`src/inc/sau_pkg.sv`:
```
// constants and types shared by the store address unit
// assumes a single cpu clock and a 32-bit data memory with byte lanes
package sau_pkg;

  // store width carried with each store request
  typedef enum logic [1:0] {
    SAU_BYTE,
    SAU_HALF,
    SAU_WORD
  } sau_width_t;

  // circular mode field codes inside the addressing mode register
  localparam logic [1:0] SAU_AM_LINEAR = 2'h0;
  localparam logic [1:0] SAU_AM_CIRC_BK0 = 2'h1;
  localparam logic [1:0] SAU_AM_CIRC_BK1 = 2'h2;

  // addressing mode register layout
  localparam int SAU_AM_FIELD_W = 2;
  localparam int SAU_AM_BK0_LSB = 16;
  localparam int SAU_AM_BK1_LSB = 21;
  localparam int SAU_AM_BK_W = 5;
  localparam logic [31:0] SAU_AMR_RESET = 32'h0000_0000;
  localparam logic [31:0] SAU_AMR_MASK = 32'h03FF_FFFF;

  // first and last base register number eligible for circular mode
  localparam logic [4:0] SAU_CIRC_FIRST = 5'h04;
  localparam logic [4:0] SAU_CIRC_LAST = 5'h07;

  // address mode field bit positions of a short-form store
  localparam int SAU_MODE_ADD = 0;
  localparam int SAU_MODE_POST = 1;
  localparam int SAU_MODE_REG = 2;
  localparam int SAU_MODE_MODIFY = 3;

  // offset widths and scaling shifts
  localparam int SAU_SHORT_OFS_W = 5;
  localparam int SAU_LONG_OFS_W = 15;
  localparam logic [1:0] SAU_SHIFT_BYTE = 2'h0;
  localparam logic [1:0] SAU_SHIFT_HALF = 2'h1;
  localparam logic [1:0] SAU_SHIFT_WORD = 2'h2;

  // default offsets when none is coded
  localparam logic [31:0] SAU_DEF_STEP = 32'h0000_0001;
  localparam logic [31:0] SAU_DEF_OFS = 32'h0000_0000;

  // wishbone register byte offsets
  localparam logic [7:0] SAU_REG_AMR = 8'h00;
  localparam logic [7:0] SAU_REG_LAST_ADDR = 8'h04;
  localparam logic [7:0] SAU_REG_COUNTS = 8'h08;

  // reset values of status state
  localparam logic [31:0] SAU_LAST_ADDR_RESET = 32'h0000_0000;
  localparam logic [15:0] SAU_CNT_RESET = 16'h0000;

endpackage : sau_pkg

```
`src/inc/sau_agen_if.sv`:
```
// carrier between the store unit and its address generator
// assumes both ends sit in the same clockless combinational path
`timescale 1ns/100ps
interface sau_agen_if;
  logic [31:0] base; // base register value
  logic [31:0] offset; // offset already scaled to bytes
  logic sub; // subtract offset instead of adding
  logic circ; // apply circular wrap
  logic [4:0] blk_n; // block size field, size is 2^(n+1) bytes
  logic [31:0] addr; // computed address

  // store unit drives operands and reads the result
  modport user (output base, output offset, output sub, output circ, output blk_n, input addr);
  // generator reads operands and drives the result
  modport gen (input base, input offset, input sub, input circ, input blk_n, output addr);
endinterface : sau_agen_if

```
`src/rtl/sau_addr_gen.sv`:
```
// linear or circular address adder for the store unit
// assumes the offset is already scaled and smaller than the circular block
// and that the caller asks for wrap only on short-form stores
`timescale 1ns/100ps
module sau_addr_gen
  import sau_pkg::*;
(
  sau_agen_if.gen agen
);

  // low-bit mask of a circular block of 2^(n+1) bytes
  function automatic logic [31:0] blk_mask(input logic [4:0] n);
    logic [32:0] size;
    size = 33'h0_0000_0001 << ({1'b0, n} + 6'h01);
    return size[31:0] - 32'h0000_0001;
  endfunction : blk_mask

  logic [31:0] sum; // plain linear result
  logic [31:0] mask; // bits that wrap inside the block

  // add or subtract, then keep the upper bits of the base when circular
  always_comb begin
    sum = agen.sub ? (agen.base - agen.offset) : (agen.base + agen.offset);
    mask = blk_mask(agen.blk_n);
    if (agen.circ) begin
      agen.addr = (agen.base & ~mask) | (sum & mask);
    end else begin
      agen.addr = sum;
    end
  end

endmodule : sau_addr_gen

```
`src/rtl/sau_top.sv`:
```
// store address unit: byte, halfword and word stores of both data units
// assumes register file values arrive on ports in the issue cycle and
// that the data memory takes one store per cycle without stalling
//
// Function
// - long form base: data page or stack
// - long form only on second data unit
// - long byte offset is not scaled
// - halfword offsets shifted left one bit
// - short word offset shifted left two bits
// - long form always adds, always linear
// - byte store writes low eight bits
// - halfword store writes low sixteen bits
// - word store writes all 32 bits
// - source file chosen by source select bit
// - short form side picks the base and offset register file
// - short offset: register or 5-bit constant
// - post modes send base before update
// - A4-A7, B4-B7 may use circular mode
// - missing offset: step one, offset zero
`timescale 1ns/100ps
module sau_top
  import sau_pkg::*;
(
  input wire logic clk_i,
  input wire logic rst_i,
  // wishbone classic slave
  input wire logic wb_cyc_i,
  input wire logic wb_stb_i,
  input wire logic wb_we_i,
  input wire logic [7:0] wb_adr_i,
  input wire logic [3:0] wb_sel_i,
  input wire logic [31:0] wb_dat_i,
  output logic [31:0] wb_dat_o,
  output logic wb_ack_o,
  // store request
  input wire logic st_valid_i,
  input wire logic st_long_i,
  input wire logic st_unit_i,
  input wire sau_width_t st_width_i,
  input wire logic st_side_i,
  input wire logic st_src_side_i,
  input wire logic [3:0] st_mode_i,
  input wire logic st_ofs_given_i,
  input wire logic [14:0] st_cst_i,
  input wire logic [4:0] st_base_num_i,
  // register file values
  input wire logic [31:0] a_base_register_i,
  input wire logic [31:0] a_offset_register_i,
  input wire logic [31:0] b_base_register_i,
  input wire logic [31:0] b_offset_register_i,
  input wire logic [31:0] data_page_base_i,
  input wire logic [31:0] stack_base_i,
  input wire logic [31:0] a_src_i,
  input wire logic [31:0] b_src_i,
  // data memory write port
  output logic mem_we_o,
  output logic [31:0] mem_addr_o,
  output logic [31:0] mem_wdata_o,
  output logic [3:0] mem_be_o,
  // base register update
  output logic upd_we_o,
  output logic upd_side_o,
  output logic [4:0] upd_num_o,
  output logic [31:0] upd_data_o,
  // long form refused on the first unit
  output logic st_reject_o
);

  // offsets count units of the store width, so they are scaled to bytes
  // shift amount for a store width
  function automatic logic [1:0] width_shift(input sau_width_t w);
    case (w)
      SAU_BYTE: return SAU_SHIFT_BYTE; // no scaling
      SAU_HALF: return SAU_SHIFT_HALF;
      SAU_WORD: return SAU_SHIFT_WORD;
      default: return SAU_SHIFT_BYTE;
    endcase
  endfunction : width_shift

  // no alignment check: a misaligned halfword or word is the program's fault
  // byte lanes written for a width at a byte address
  function automatic logic [3:0] lanes(input sau_width_t w, input logic [1:0] a);
    case (w)
      SAU_BYTE: return 4'h1 << a;
      SAU_HALF: return a[1] ? 4'hC : 4'h3;
      default: return 4'hF;
    endcase
  endfunction : lanes

  // registers
  logic [31:0] amr_q; // addressing mode register
  logic [31:0] last_addr_q; // address of the last store sent
  logic [15:0] store_cnt_q; // stores sent
  logic [15:0] reject_cnt_q; // stores refused
  logic ack_q; // bus acknowledge
  logic [31:0] rdat_q; // bus read data

  // combinational decode of the store issued this cycle
  // decode wires
  logic accept; // store taken this cycle
  logic reject; // long form on the wrong unit
  logic [31:0] base; // selected base value
  logic [31:0] raw_ofs; // offset before scaling
  logic [31:0] scaled_ofs; // offset in bytes
  logic modify; // pre or post modify mode
  logic post; // post modify mode
  logic sub; // subtract offset
  logic circ_reg; // base register can be circular
  logic [3:0] field_idx; // circular field index
  logic [1:0] am_field; // mode field of that register
  logic [31:0] addr; // address sent to memory
  logic [31:0] src; // selected source value
  logic [31:0] wdata; // replicated store data
  logic bus_req; // new bus request this cycle

  // operands and result of the shared address adder
  sau_agen_if agen_if ();

  // one adder serves both forms; the long form never asks for wrap
  sau_addr_gen u_agen (
    .agen(agen_if.gen)
  );

  // the first unit has no path to the data page and stack bases
  // refuse long forms not issued on the second unit
  always_comb begin
    reject = st_valid_i & st_long_i & ~st_unit_i;
    accept = st_valid_i & ~reject;
  end

  // pick base and offset by form and side
  always_comb begin
    if (st_long_i) begin
      base = st_side_i ? stack_base_i : data_page_base_i;
      raw_ofs = {17'h0_0000, st_cst_i};
    end else begin
      base = st_side_i ? b_base_register_i : a_base_register_i;
      if (!st_ofs_given_i) begin
        // the default step is applied before scaling, so it moves one whole unit
        raw_ofs = st_mode_i[SAU_MODE_MODIFY] ? SAU_DEF_STEP : SAU_DEF_OFS;
      end else if (st_mode_i[SAU_MODE_REG]) begin
        // offset register shares the base side
        raw_ofs = st_side_i ? b_offset_register_i : a_offset_register_i;
      end else begin
        raw_ofs = {27'h000_0000, st_cst_i[SAU_SHORT_OFS_W-1:0]};
      end
    end
    // scaling by width holds for both the short and the long form
    scaled_ofs = raw_ofs << width_shift(st_width_i);
  end

  // only the short form modifies a base or wraps; the long form always adds
  // mode bits, direction and circular eligibility
  always_comb begin
    modify = ~st_long_i & st_mode_i[SAU_MODE_MODIFY];
    post = modify & st_mode_i[SAU_MODE_POST];
    sub = ~st_long_i & ~st_mode_i[SAU_MODE_ADD];
    circ_reg = ~st_long_i & (st_base_num_i >= SAU_CIRC_FIRST) & (st_base_num_i <= SAU_CIRC_LAST);
    // registers A4-A7 own fields 0 to 3 and B4-B7 fields 4 to 7, two bits each
    field_idx = {1'b0, st_side_i, st_base_num_i[1:0]};
    am_field = amr_q[field_idx[3:0] * SAU_AM_FIELD_W +: SAU_AM_FIELD_W];
  end

  // drive the address generator
  always_comb begin
    agen_if.base = base;
    agen_if.offset = scaled_ofs;
    agen_if.sub = sub;
    // long form stays linear whatever the mode register says
    agen_if.circ = circ_reg & ((am_field == SAU_AM_CIRC_BK0) | (am_field == SAU_AM_CIRC_BK1));
    // code 11 stays linear; the block size comes from field one only for code 10
    if (am_field == SAU_AM_CIRC_BK1) begin
      agen_if.blk_n = amr_q[SAU_AM_BK1_LSB +: SAU_AM_BK_W];
    end else begin
      agen_if.blk_n = amr_q[SAU_AM_BK0_LSB +: SAU_AM_BK_W];
    end
  end

  // narrow stores repeat the data across lanes; the lane enables pick the bytes
  // address and data to memory
  always_comb begin
    addr = post ? base : agen_if.addr;
    src = st_src_side_i ? b_src_i : a_src_i;
    case (st_width_i)
      SAU_BYTE: wdata = {4{src[7:0]}};
      SAU_HALF: wdata = {2{src[15:0]}};
      SAU_WORD: wdata = src;
      default: wdata = src;
    endcase
  end

  // address, data and lanes hold between stores; only the strobe pulses
  // memory write port, one cycle after issue
  always_ff @(posedge clk_i) begin
    if (rst_i) begin
      mem_we_o <= 1'b0;
      mem_addr_o <= 32'h0000_0000;
      mem_wdata_o <= 32'h0000_0000;
      mem_be_o <= 4'h0;
    end else begin
      mem_we_o <= accept;
      if (accept) begin
        mem_addr_o <= addr;
        mem_wdata_o <= wdata;
        mem_be_o <= lanes(st_width_i, addr[1:0]);
      end
    end
  end

  // the new base is the adder result, also in post modes that send the old base
  // base register update for pre and post modify modes
  always_ff @(posedge clk_i) begin
    if (rst_i) begin
      upd_we_o <= 1'b0;
      upd_side_o <= 1'b0;
      upd_num_o <= 5'h00;
      upd_data_o <= 32'h0000_0000;
    end else begin
      upd_we_o <= accept & modify;
      if (accept & modify) begin
        upd_side_o <= st_side_i;
        upd_num_o <= st_base_num_i;
        upd_data_o <= agen_if.addr;
      end
    end
  end

  // one pulse per refused store, in step with the write strobe it replaces
  // refusal pulse
  always_ff @(posedge clk_i) begin
    if (rst_i) begin
      st_reject_o <= 1'b0;
    end else begin
      st_reject_o <= reject;
    end
  end

  // both counters wrap; software reads them together in one access
  // status: last address and counters
  always_ff @(posedge clk_i) begin
    if (rst_i) begin
      last_addr_q <= SAU_LAST_ADDR_RESET;
      store_cnt_q <= SAU_CNT_RESET;
      reject_cnt_q <= SAU_CNT_RESET;
    end else begin
      if (accept) begin
        last_addr_q <= addr;
        store_cnt_q <= store_cnt_q + 16'h0001;
      end
      if (reject) begin
        reject_cnt_q <= reject_cnt_q + 16'h0001;
      end
    end
  end

  // a request is answered once; ack drops the cycle after
  assign bus_req = wb_cyc_i & wb_stb_i & ~ack_q;

  // answering unmapped offsets too keeps a stray access from hanging the bus
  // bus acknowledge, also for unmapped offsets
  always_ff @(posedge clk_i) begin
    if (rst_i) begin
      ack_q <= 1'b0;
    end else begin
      ack_q <= bus_req;
    end
  end

  // bits above the block size fields are masked and read back as zero
  // addressing mode register writes with byte selects
  always_ff @(posedge clk_i) begin
    if (rst_i) begin
      amr_q <= SAU_AMR_RESET;
    end else if (bus_req && wb_we_i && wb_adr_i == SAU_REG_AMR) begin
      for (int i = 0; i < 4; i++) begin
        if (wb_sel_i[i]) begin
          amr_q[i*8 +: 8] <= wb_dat_i[i*8 +: 8] & SAU_AMR_MASK[i*8 +: 8];
        end
      end
    end
  end

  // the snapshot is taken at the request edge and shown with the acknowledge
  // read data, captured with the acknowledge
  always_ff @(posedge clk_i) begin
    if (rst_i) begin
      rdat_q <= 32'h0000_0000;
    end else if (bus_req && !wb_we_i) begin
      case (wb_adr_i)
        SAU_REG_AMR: rdat_q <= amr_q;
        SAU_REG_LAST_ADDR: rdat_q <= last_addr_q;
        SAU_REG_COUNTS: rdat_q <= {reject_cnt_q, store_cnt_q};
        default: rdat_q <= 32'h0000_0000; // unmapped reads zero
      endcase
    end
  end

  // no logic stands between these flops and the pins
  // bus outputs straight from flops
  assign wb_ack_o = ack_q;
  assign wb_dat_o = rdat_q;

endmodule : sau_top

```
`config.mk`:
```
export PLATFORM = sky130hd
export DESIGN_NAME = sau_top
export DESIGN_NICKNAME = d
export VERILOG_FILES = /design/src/inc/sau_pkg.sv /design/src/inc/sau_agen_if.sv /design/src/rtl/sau_addr_gen.sv /design/src/rtl/sau_top.sv
export SDC_FILE = /design/constraint.sdc
export NUM_CORES = 1
export LEC_CHECK = 0
export BUFFER_PORTS_ARGS = -buffer_cell sky130_fd_sc_hd__buf_2
export CAP_MARGIN = 40
export CORE_AREA = 2 2 187 189
export CTS_CLUSTER_SIZE = 28
export DETAILED_ROUTE_END_ITERATION = 8
export DIE_AREA = 0 0 189 191
export GPL_TIMING_DRIVEN = 0
export MAX_ROUTING_LAYER = met4
export PLACE_DENSITY = 0.76
export SKIP_CTS_REPAIR_TIMING = 1
export SLEW_MARGIN = 5
export SYNTH_ARGS = -nofsm -noshare
export SYNTH_HDL_FRONTEND = slang
export SYNTH_SLANG_ARGS = --single-unit
```
`constraint.sdc`:
```
create_clock -name clk_i -period 6.3 [get_ports clk_i]
set_clock_uncertainty 0.2 [all_clocks]
set_input_delay 0.63 -clock clk_i [delete_from_list [all_inputs] [get_ports clk_i]]
set_output_delay 0.63 -clock clk_i [all_outputs]
set_load 0.02 [all_outputs]
```
==> out/summary.json, run 1 <==
{
  "std_cell_rows": 68,
  "floorplan.die_area_sq_mm": 0.03610,
  "totalPowerFinal_mw": 4.036,
  "syn_avg_cell_area_sq_um": 8.048,
  "timing.critical_path.cells": "buf_6 -> buf_12 -> buf_6 -> buf_1 -> buf_2 -> mux2_2 -> ha_1 -> clkbuf_1 -> mux2_2 -> buf_1 -> nor2_1 -> nand2_1 -> ha_1 -> o221ai_1 -> o221a_2 -> nor3_1 -> a211oi_1 -> a22oi_1 -> a211oi_1",
  "globalplace.congestion": 0.9865,
  "detail_route.iter0.violations": 1490,
  "cts_htree_levels": 4,
  "drt-pass1-iter-count": 6,
  "post_drt_wl_per_cell_um": 23.22,
  "design.portCount": 479,
  "top_reg_cell_synth": "sky130_fd_sc_hd__dfxtp_1",
  "count_of_vias_placed_by_the_detailed_router": 16990,
  "place.detailed.instances": 2796,
  "finish.net_count": 2732,
  "grtUsageTotal_pct": 36.15,
  "synthesis.yosys.warnings": 0,
  "clock_tree_from_tritoncts": "built",
  "overflow": 0,
  "asyncSetResetFlopFracSynth_pct": 0,
  "grt_first_pass_wirelength_um": 95970,
  "final_max_slew_viol_count": 0,
  "mappedNetlistArea_sq_mm": 0.01498,
  "min_from": "wb_dat_i[8]",
  "xor_xnor_cell_area_share_of_the_yosys_netlist_pct": 4.970,
  "vdd_ir_drop_max_uv": 190.3,
  "dominant_combinational_cell_family_by_area_after_synthesis": "compound AO/OA/AOI/OAI gates",
  "slew_headroom_pct": 38.69,
  "slew_at_the_pin_with_the_worst_max_slew_slack_ns": 0.9196,
  "timing.critical_path.from_type": "primary input",
  "report.final.hold_viol_count": 0,
  "postSynthNetCount": 2235,
  "initial_core_util_pct": 43.90,
  "synth_cells": 1861,
  "fmax_ghz": 0.1684,
  "worst_skew_pair.late_latency_ns": 0.45,
  "drcViolationCount": 0,
  "routed_vias_inst": 6.004,
  "count_of_flip_flops_with_a_built_in_enable_after_synthesis": 0,
  "max-clock-path-buffers": 2,
  "netlist.top_cell.by_area": "sky130_fd_sc_hd__dfxtp_1",
  "crit_cells": 19,
  "cellLeakagePower_nw": 8.181,
  "hold-path-cell-count": 3,
  "worstPathBufferInverterCount": 7,
  "worstPathArrival_ns": 6.05,
  "worstSetupStartpoint": "st_side_i",
  "synth.most_common_cell": "sky130_fd_sc_hd__nor2_1",
  "dp_hpwl_um": 55360,
  "finalWirelength_um": 65720,
  "run_status": "complete, no violations",
  "synth_compound_gate_area_share_pct": 22.25,
  "synthMuxAreaShare_pct": 18.14,
  "cts-buffers-inserted": 17,
  "rsz0062_at_grt": "no",
  "clock_sink_count": 200,
  "largest_fanout_of_any_net_on_the_critical_path": 10,
  "synthDominantCellAreaShare_pct": 26.73,
  "worst_ep_required_time_ns": 6.41,
  "post_synth_fa_ha_maj_area_fraction_pct": 3.141,
  "synth_sequential_area_ratio_pct": 26.73,
  "yosys-top-cells-area": "sky130_fd_sc_hd__dfxtp_1, sky130_fd_sc_hd__mux4_2, sky130_fd_sc_hd__mux2i_1",
  "number_of_antenna_violating_nets_in_the_routed_design": 0,
  "reg2reg_from": "amr_q[3]$_SDFFE_PP0P_",
  "maximum_number_of_pins_on_one_net_before_global_route_repair": 19,
  "crit_family": "buffers and inverters",
  "final_worst_path_period_share_pct": 94.26,
  "drive_above_1_share_pct": 27.04,
  "ys_top_cells_by_count": "sky130_fd_sc_hd__nor2_1, sky130_fd_sc_hd__nand2_1, sky130_fd_sc_hd__dfxtp_1",
  "synth_seq_cells": 200,
  "coreArea_sq_mm": 0.03412,
  "final-instance-count-excl-fill": 2830,
  "die_w_um": 189,
  "port_buffers": 468,
  "critical-path-max-stage-delay_ns": 0.54,
  "worst_hold_check_path_type": "in -> reg",
  "ctsRootBufferMaster": "sky130_fd_sc_hd__clkbuf_16",
  "finalSetupViolCount": 0,
  "worst_setup_hold_path_clk_slew_ns": 0.08,
  "die_height_um": 191,
  "fillCellCount": 3264,
  "ys_types": 86,
  "worst_r2r_path_depth": 15,
  "timing.critical_path.slowest_stage_cell": "sky130_fd_sc_hd__nor3_1",
  "area_delta_synth_final_pct": 24.03,
  "antenna_violations_before_repair": 3,
  "critPathKind": "in -> reg",
  "first_global_vias": 16180,
  "synthSimpleGateAreaFrac_pct": 20.39,
  "worst-r2r-setup-slack_ns": 1.28,
  "cp-end-kind": "register",
  "cellPowerDensity_mw_per_mm2": 217.2,
  "finalCriticalPeriod_ns": 5.939,
  "drv.max_cap_violation_count": 0
}
-- flip-flops by register name, summed over array words and instances (netlist names) --
name,cells
mem_be_o,4
reject_cnt_q,16
upd_we_o,1
mem_wdata_o,32
wb_ack_o,1
amr_q,26
last_addr_q,32
upd_side_o,1
store_cnt_q,16
st_reject_o,1
mem_we_o,1
upd_data_o,32
wb_dat_o,32
upd_num_o,5
-- worst min-delay path, stage by stage --
cell                      delay [ns]
sky130_fd_sc_hd__buf_2          0.08
sky130_fd_sc_hd__mux2i_1        0.05
sky130_fd_sc_hd__nor2_1         0.07
-- stage by stage --
step | area, sq um | utilization, % | hold slack [ns] | worst slack, ns | setup TNS, ns
floorplan | 14980 | - | 0.2578 | 0.9141 | 0
global placement | 17890 | 52.44 | 0.2397 | -0.7275 | -21.15
detailed placement | 18000 | 52.75 | 0.2461 | -0.7920 | -10.14
CTS | 18560 | 54.40 | 0.2000 | -0.3184 | -0.8892
global route | 18580 | 54.44 | 0.2072 | 0.02592 | 0
finish | 18580 | 54.45 | 0.2086 | 0.3614 | 0
-- report_power, final --
part           total, mW  switching (mW)  internal [mW]
combinational       1.54           0.954          0.588
clock               1.09           0.547          0.539
sequential          1.41          0.0744           1.33
total               4.04            1.57           2.46
-- kinds of logic (layout without fill, tap and decap cells) --
family | after synthesis | count (layout)
and+or+nand+nor | 682 | 682
muxes | 196 | 196
xor gates and xnor gates | 85 | 85
AOI/OAI and AO/OA | 511 | 511
buffers and inverters | 149 | 659
DFF | 200 | 200
adders and majority gates | 37 | 37
other | 1 | 5
-- worst paths after layout --
check / to
max: upd_data_o[28]$_SDFFE_PP0P_
min: amr_q[8]$_SDFFE_PP0P_
max reg2reg: upd_data_o[28]$_SDFFE_PP0P_
min reg2reg: mem_wdata_o[10]$_SDFFE_PP0P_
-- area by class of cell --
cell class | instances | area, sq um | area share, %
antenna | 4 | 10.01 | 0.05388
multi-input combinational | 1512 | 10330 | 55.60
clock buffer | 20 | 456.7 | 2.458
tap | 455 | 569.3 | 3.064
inverter | 20 | 78.83 | 0.4243
buffer | 127 | 573.1 | 3.085
timing repair buffer | 480 | 2449 | 13.18
sequential | 200 | 4004 | 21.55
clock inverter | 12 | 108.9 | 0.5859
-- per-layer routing --
| metal | global-route usage [%] | vias up | wire length (um) | part of all wire [%] |
|---|---|---|---|---|
| met4 | 15.75 | 0 | 3028 | 4.6 |
| met1 | 42.96 | 8063 | 25960 | 40 |
| li1 | - | 7823 | - | - |
| met5 | - | - | 0 | 0 |
| met3 | 5.581 | 165 | 5154 | 7.8 |
| met2 | 60.75 | 941 | 31570 | 48 |
-- placed cells by master, fill, tap and decap left out, types with 16 or more instances in the layout --
cell	synthesis	routed
sky130_fd_sc_hd__buf_2	12	484
sky130_fd_sc_hd__nor2_1	263	263
sky130_fd_sc_hd__nand2_1	212	212
sky130_fd_sc_hd__dfxtp_1	200	200
sky130_fd_sc_hd__mux2i_1	126	126
sky130_fd_sc_hd__a21oi_1	123	123
sky130_fd_sc_hd__o21ai_0	109	109
sky130_fd_sc_hd__clkbuf_1	91	89
sky130_fd_sc_hd__mux4_2	58	58
sky130_fd_sc_hd__a211oi_1	56	56
sky130_fd_sc_hd__nand3_1	48	48
sky130_fd_sc_hd__xnor2_1	43	42
sky130_fd_sc_hd__xor2_1	42	42
sky130_fd_sc_hd__nor3_1	39	39
sky130_fd_sc_hd__a22oi_1	37	37
sky130_fd_sc_hd__ha_1	36	36
sky130_fd_sc_hd__o211ai_1	30	30
sky130_fd_sc_hd__a31oi_1	24	24
sky130_fd_sc_hd__and3_1	22	22
sky130_fd_sc_hd__inv_1	20	19
sky130_fd_sc_hd__buf_1	18	17
sky130_fd_sc_hd__a21o_1	17	17
sky130_fd_sc_hd__clkbuf_16	0	17
sky130_fd_sc_hd__o21ai_1	16	16
No activity file was read; power rests on OpenSTA's default activity.
==> run 2, diff against run 1 <==
--- a/config.mk
+++ b/config.mk
@@ -7,13 +7,15 @@
 export LEC_CHECK = 0
 export BUFFER_PORTS_ARGS = -buffer_cell sky130_fd_sc_hd__buf_2
 export CAP_MARGIN = 40
-export CORE_AREA = 2 2 187 189
+export CELL_PAD_IN_SITES_DETAIL_PLACEMENT = 0
+export CELL_PAD_IN_SITES_GLOBAL_PLACEMENT = 1
+export CORE_ASPECT_RATIO = 0.9
+export CORE_UTILIZATION = 38
 export CTS_CLUSTER_SIZE = 28
 export DETAILED_ROUTE_END_ITERATION = 8
-export DIE_AREA = 0 0 189 191
 export GPL_TIMING_DRIVEN = 0
 export MAX_ROUTING_LAYER = met4
-export PLACE_DENSITY = 0.76
+export PLACE_DENSITY = 0.88
 export SKIP_CTS_REPAIR_TIMING = 1
 export SLEW_MARGIN = 5
 export SYNTH_ARGS = -nofsm -noshare
==> run 2 against run 1 <==
Compared with the run above: combinational power barely moved; routed wire length rose by 1.9%; final area rose by 0.63%; critical endpoint is now last_addr_q[6]$_SDFFE_PP0P_; non-clock buffer count did not move; first-iteration DRC count rose by 13%; core utilization fell by 6.1 points; final cell count rose by 2.4%; largest power group unchanged; maximum frequency fell by 1.4%; critical path type unchanged; flip-flop and latch count did not move; sequential power barely moved.
==> out/summary.json, run 2 (synthesis results as in run 1) <==
{
  "finalCriticalPeriod": {"value": 6.024, "unit": "ns", "change": "+0.08493 ns"},
  "drt-pass1-iter-count": {"value": 7, "change": "+1"},
  "finalSetupViolCount": {"value": 0, "change": "unchanged"},
  "coreArea": {"value": 0.03863, "unit": "sq mm", "change": "+13%"},
  "design.portCount": {"value": 479, "change": "unchanged"},
  "final_worst_path_period_share": {"value": 95.61, "unit": "%", "change": "+1.3 points"},
  "met1_length": {"value": 29460, "unit": "um", "change": "+13%"},
  "cellPowerDensity": {"value": 218.0, "unit": "mW/mm^2", "change": "+0.37%"},
  "report.final.hold_viol_count": {"value": 0, "change": "unchanged"},
  "antenna_violations_before_repair": {"value": 3, "change": "unchanged"},
  "wl_met3": {"value": 4262, "unit": "um", "change": "-17%"},
  "maximum_number_of_pins_on_one_net_before_global_route_repair": {"value": 19, "change": "unchanged"},
  "drv.max_cap_violation_count": {"value": 0, "change": "unchanged"},
  "first_global_vias": {"value": 15740, "change": "-2.7%"},
  "worst_hold_check_path_type": "in -> reg",
  "worst_skew_pair.late_latency": {"value": 0.45, "unit": "ns", "change": "about the same"},
  "critPathKind": "in -> reg",
  "run_status": "complete, no violations",
  "multi_input_comb_area": {"value": 0.01033, "unit": "sq mm", "change": "about the same"},
  "die_height": {"value": 190.3, "unit": "um", "change": "-0.34%"},
  "detail_route.iter0.violations": {"value": 1678, "change": "+13%"},
  "drcViolationCount": {"value": 0, "change": "unchanged"},
  "area.sequential": {"value": 0.004004, "unit": "sq mm", "change": "unchanged"},
  "dp_hpwl": {"value": 56370, "unit": "um", "change": "+1.8%"},
  "fillCellCount": {"value": 3897, "change": "+19%"},
  "rsz0062_at_grt": "no",
  "count_of_vias_placed_by_the_detailed_router": {"value": 16900, "change": "-0.55%"},
  "cts-buffers-inserted": {"value": 17, "change": "unchanged"},
  "std_cell_rows": {"value": 68, "change": "unchanged"},
  "clock_sink_count": {"value": 200, "change": "unchanged"},
  "timing.critical_path.from_type": "primary input",
  "ctsRootBufferMaster": "sky130_fd_sc_hd__clkbuf_16",
  "totalPowerFinal": {"value": 4.076, "unit": "mW", "change": "+1.0%"},
  "cellLeakagePower": {"value": 8.207, "unit": "nW", "change": "+0.31%"},
  "grtUsageTotal": {"value": 33.46, "unit": "%", "change": "-2.7 points"},
  "met2WireLength": {"value": 31510, "unit": "um", "change": "-0.20%"},
  "area_delta_synth_final_pct": 24.82,
  "worst_setup_hold_path_clk_slew": {"value": 0.08, "unit": "ns", "change": "about the same"},
  "slew_at_the_pin_with_the_worst_max_slew_slack": {"value": 0.8955, "unit": "ns", "change": "-0.02418 ns"},
  "worst_ep_required_time": {"value": 6.42, "unit": "ns", "change": "about the same"},
  "die_w": {"value": 211.3, "unit": "um", "change": "+12%"},
  "finish.net_count": {"value": 2732, "change": "unchanged"},
  "clock_tree_from_tritoncts": "built",
  "port_buffers": {"value": 468, "change": "unchanged"},
  "pre_cts_worst_setup_slack": {"value": -0.7291, "unit": "ns", "change": "+0.06299 ns"},
  "final_max_slew_viol_count": {"value": 0, "change": "unchanged"},
  "slew_headroom": {"value": 40.30, "unit": "%", "change": "+1.6 points"},
  "cp-end-kind": "register",
  "final_common_cell": "sky130_fd_sc_hd__buf_2",
  "final_critical_path_setup_slack": {"value": 0.2764, "unit": "ns", "change": "-0.08493 ns"},
  "routed.top_layer": "met4",
  "vdd_ir_drop_max": {"value": 158.5, "unit": "uV", "change": "-17%"},
  "globalplace.congestion": {"value": 0.9611, "change": "-2.6%"},
  "final_core_utilization": {"value": 48.40, "unit": "%", "change": "-6.1 points"},
  "overflow": {"value": 0, "change": "unchanged"},
  "post_drt_wl_per_cell": {"value": 23.09, "unit": "um", "change": "-0.55%"},
  "finalWirelength": {"value": 66950, "unit": "um", "change": "+1.9%"},
  "routed_vias_inst": {"value": 5.829, "change": "-2.9%"},
  "cts_htree_levels": {"value": 4, "change": "unchanged"},
  "floorplan.die_area": {"value": 0.04022, "unit": "sq mm", "change": "+11%"},
  "totalNegativeSetupSlack": {"value": 0, "unit": "ns", "change": "unchanged"},
  "worstPathArrival": {"value": 6.14, "unit": "ns", "change": "+0.09 ns"},
  "grt_first_pass_wirelength": {"value": 98570, "unit": "um", "change": "+2.7%"},
  "fmax": {"value": 0.1660, "unit": "GHz", "change": "-1.4%"},
  "initial_core_util": {"value": 38.78, "unit": "%", "change": "-5.1 points"},
  "max-clock-path-buffers": {"value": 2, "change": "unchanged"},
  "number_of_antenna_violating_nets_in_the_routed_design": {"value": 0, "change": "unchanged"},
  "drive_above_1_share": {"value": 27.12, "unit": "%", "change": "+0.084 points"},
  "final_cell_mix": "sky130_fd_sc_hd__buf_2, sky130_fd_sc_hd__nor2_1, sky130_fd_sc_hd__nand2_1, sky130_fd_sc_hd__dfxtp_1, sky130_fd_sc_hd__mux2i_1",
  "largest_fanout_of_any_net_on_the_critical_path": {"value": 10, "change": "unchanged"}
}
run 2: cell type report:
class                      instances  area share [%]
clock buffer                      19           2.423
timing repair buffer             480           13.14
clock inverter                    13          0.7161
antenna                            3         0.04016
buffer                           127           3.079
sequential                       200           21.42
inverter                          20          0.4016
multi-input combinational       1512           55.27
tap                              525           3.514
run 2: metal layers:
| layer | up-vias | global-route usage, % |
|---|---|---|
| li1 | 7820 | - |
| met1 | 8219 | 43.71 |
| met2 | 768 | 54.33 |
| met3 | 91 | 3.771 |
| met4 | 0 | 9.866 |
| met5 | - | - |
run 2: path summary, 6_finish.rpt:
| path | from | endpoint | slack [ns] | cells past startpoint |
|---|---|---|---|---|
| setup / recovery | st_side_i | last_addr_q[6]$_SDFFE_PP0P_ | 0.28 | 22 |
| hold / removal | wb_dat_i[4] | amr_q[4]$_SDFFE_PP0P_ | 0.21 | 3 |
| setup reg to reg | amr_q[14]$_SDFFE_PP0P_ | last_addr_q[6]$_SDFFE_PP0P_ | 1.24 | 17 |
| hold reg to reg | mem_wdata_o[13]$_SDFFE_PP0P_ | mem_wdata_o[13]$_SDFFE_PP0P_ | 0.26 | 2 |
run 2: where the power goes:
group	leakage (nW)	switching [mW]	internal (mW)
Sequential	1.63	0.0764	1.33
Clock	0.285	0.542	0.579
Combinational	6.29	0.957	0.588
run 2: critical path, stage by stage:
cell and delay [ns]:
sky130_fd_sc_hd__buf_6 0.15, sky130_fd_sc_hd__buf_12 0.16, sky130_fd_sc_hd__buf_6 0.25, sky130_fd_sc_hd__buf_1 0.29, sky130_fd_sc_hd__buf_8 0.20, sky130_fd_sc_hd__buf_2 0.43
sky130_fd_sc_hd__mux2i_1 0.31, sky130_fd_sc_hd__ha_1 0.23, sky130_fd_sc_hd__clkbuf_1 0.33, sky130_fd_sc_hd__buf_2 0.30, sky130_fd_sc_hd__buf_1 0.37, sky130_fd_sc_hd__a21o_1 0.36
sky130_fd_sc_hd__nand2_1 0.10, sky130_fd_sc_hd__ha_1 0.28, sky130_fd_sc_hd__o41ai_1 0.15, sky130_fd_sc_hd__buf_1 0.21, sky130_fd_sc_hd__a21oi_1 0.10, sky130_fd_sc_hd__a311oi_1 0.51
sky130_fd_sc_hd__mux2i_1 0.36, sky130_fd_sc_hd__a211oi_1 0.17, sky130_fd_sc_hd__a21oi_1 0.17, sky130_fd_sc_hd__nor2_1 0.05
run 2: per-stage QoR:
step           cells  instance area, sq um  hold WS [ns]
6_report        2899                 18700        0.2124
5_1_grt         2899                 18700        0.2205
4_1_cts         2898                 18680        0.2088
3_5_place_dp    2866                 18090        0.2448
3_3_place_gp    2854                 17980        0.2394
2_1_floorplan   1861                 14980        0.2578
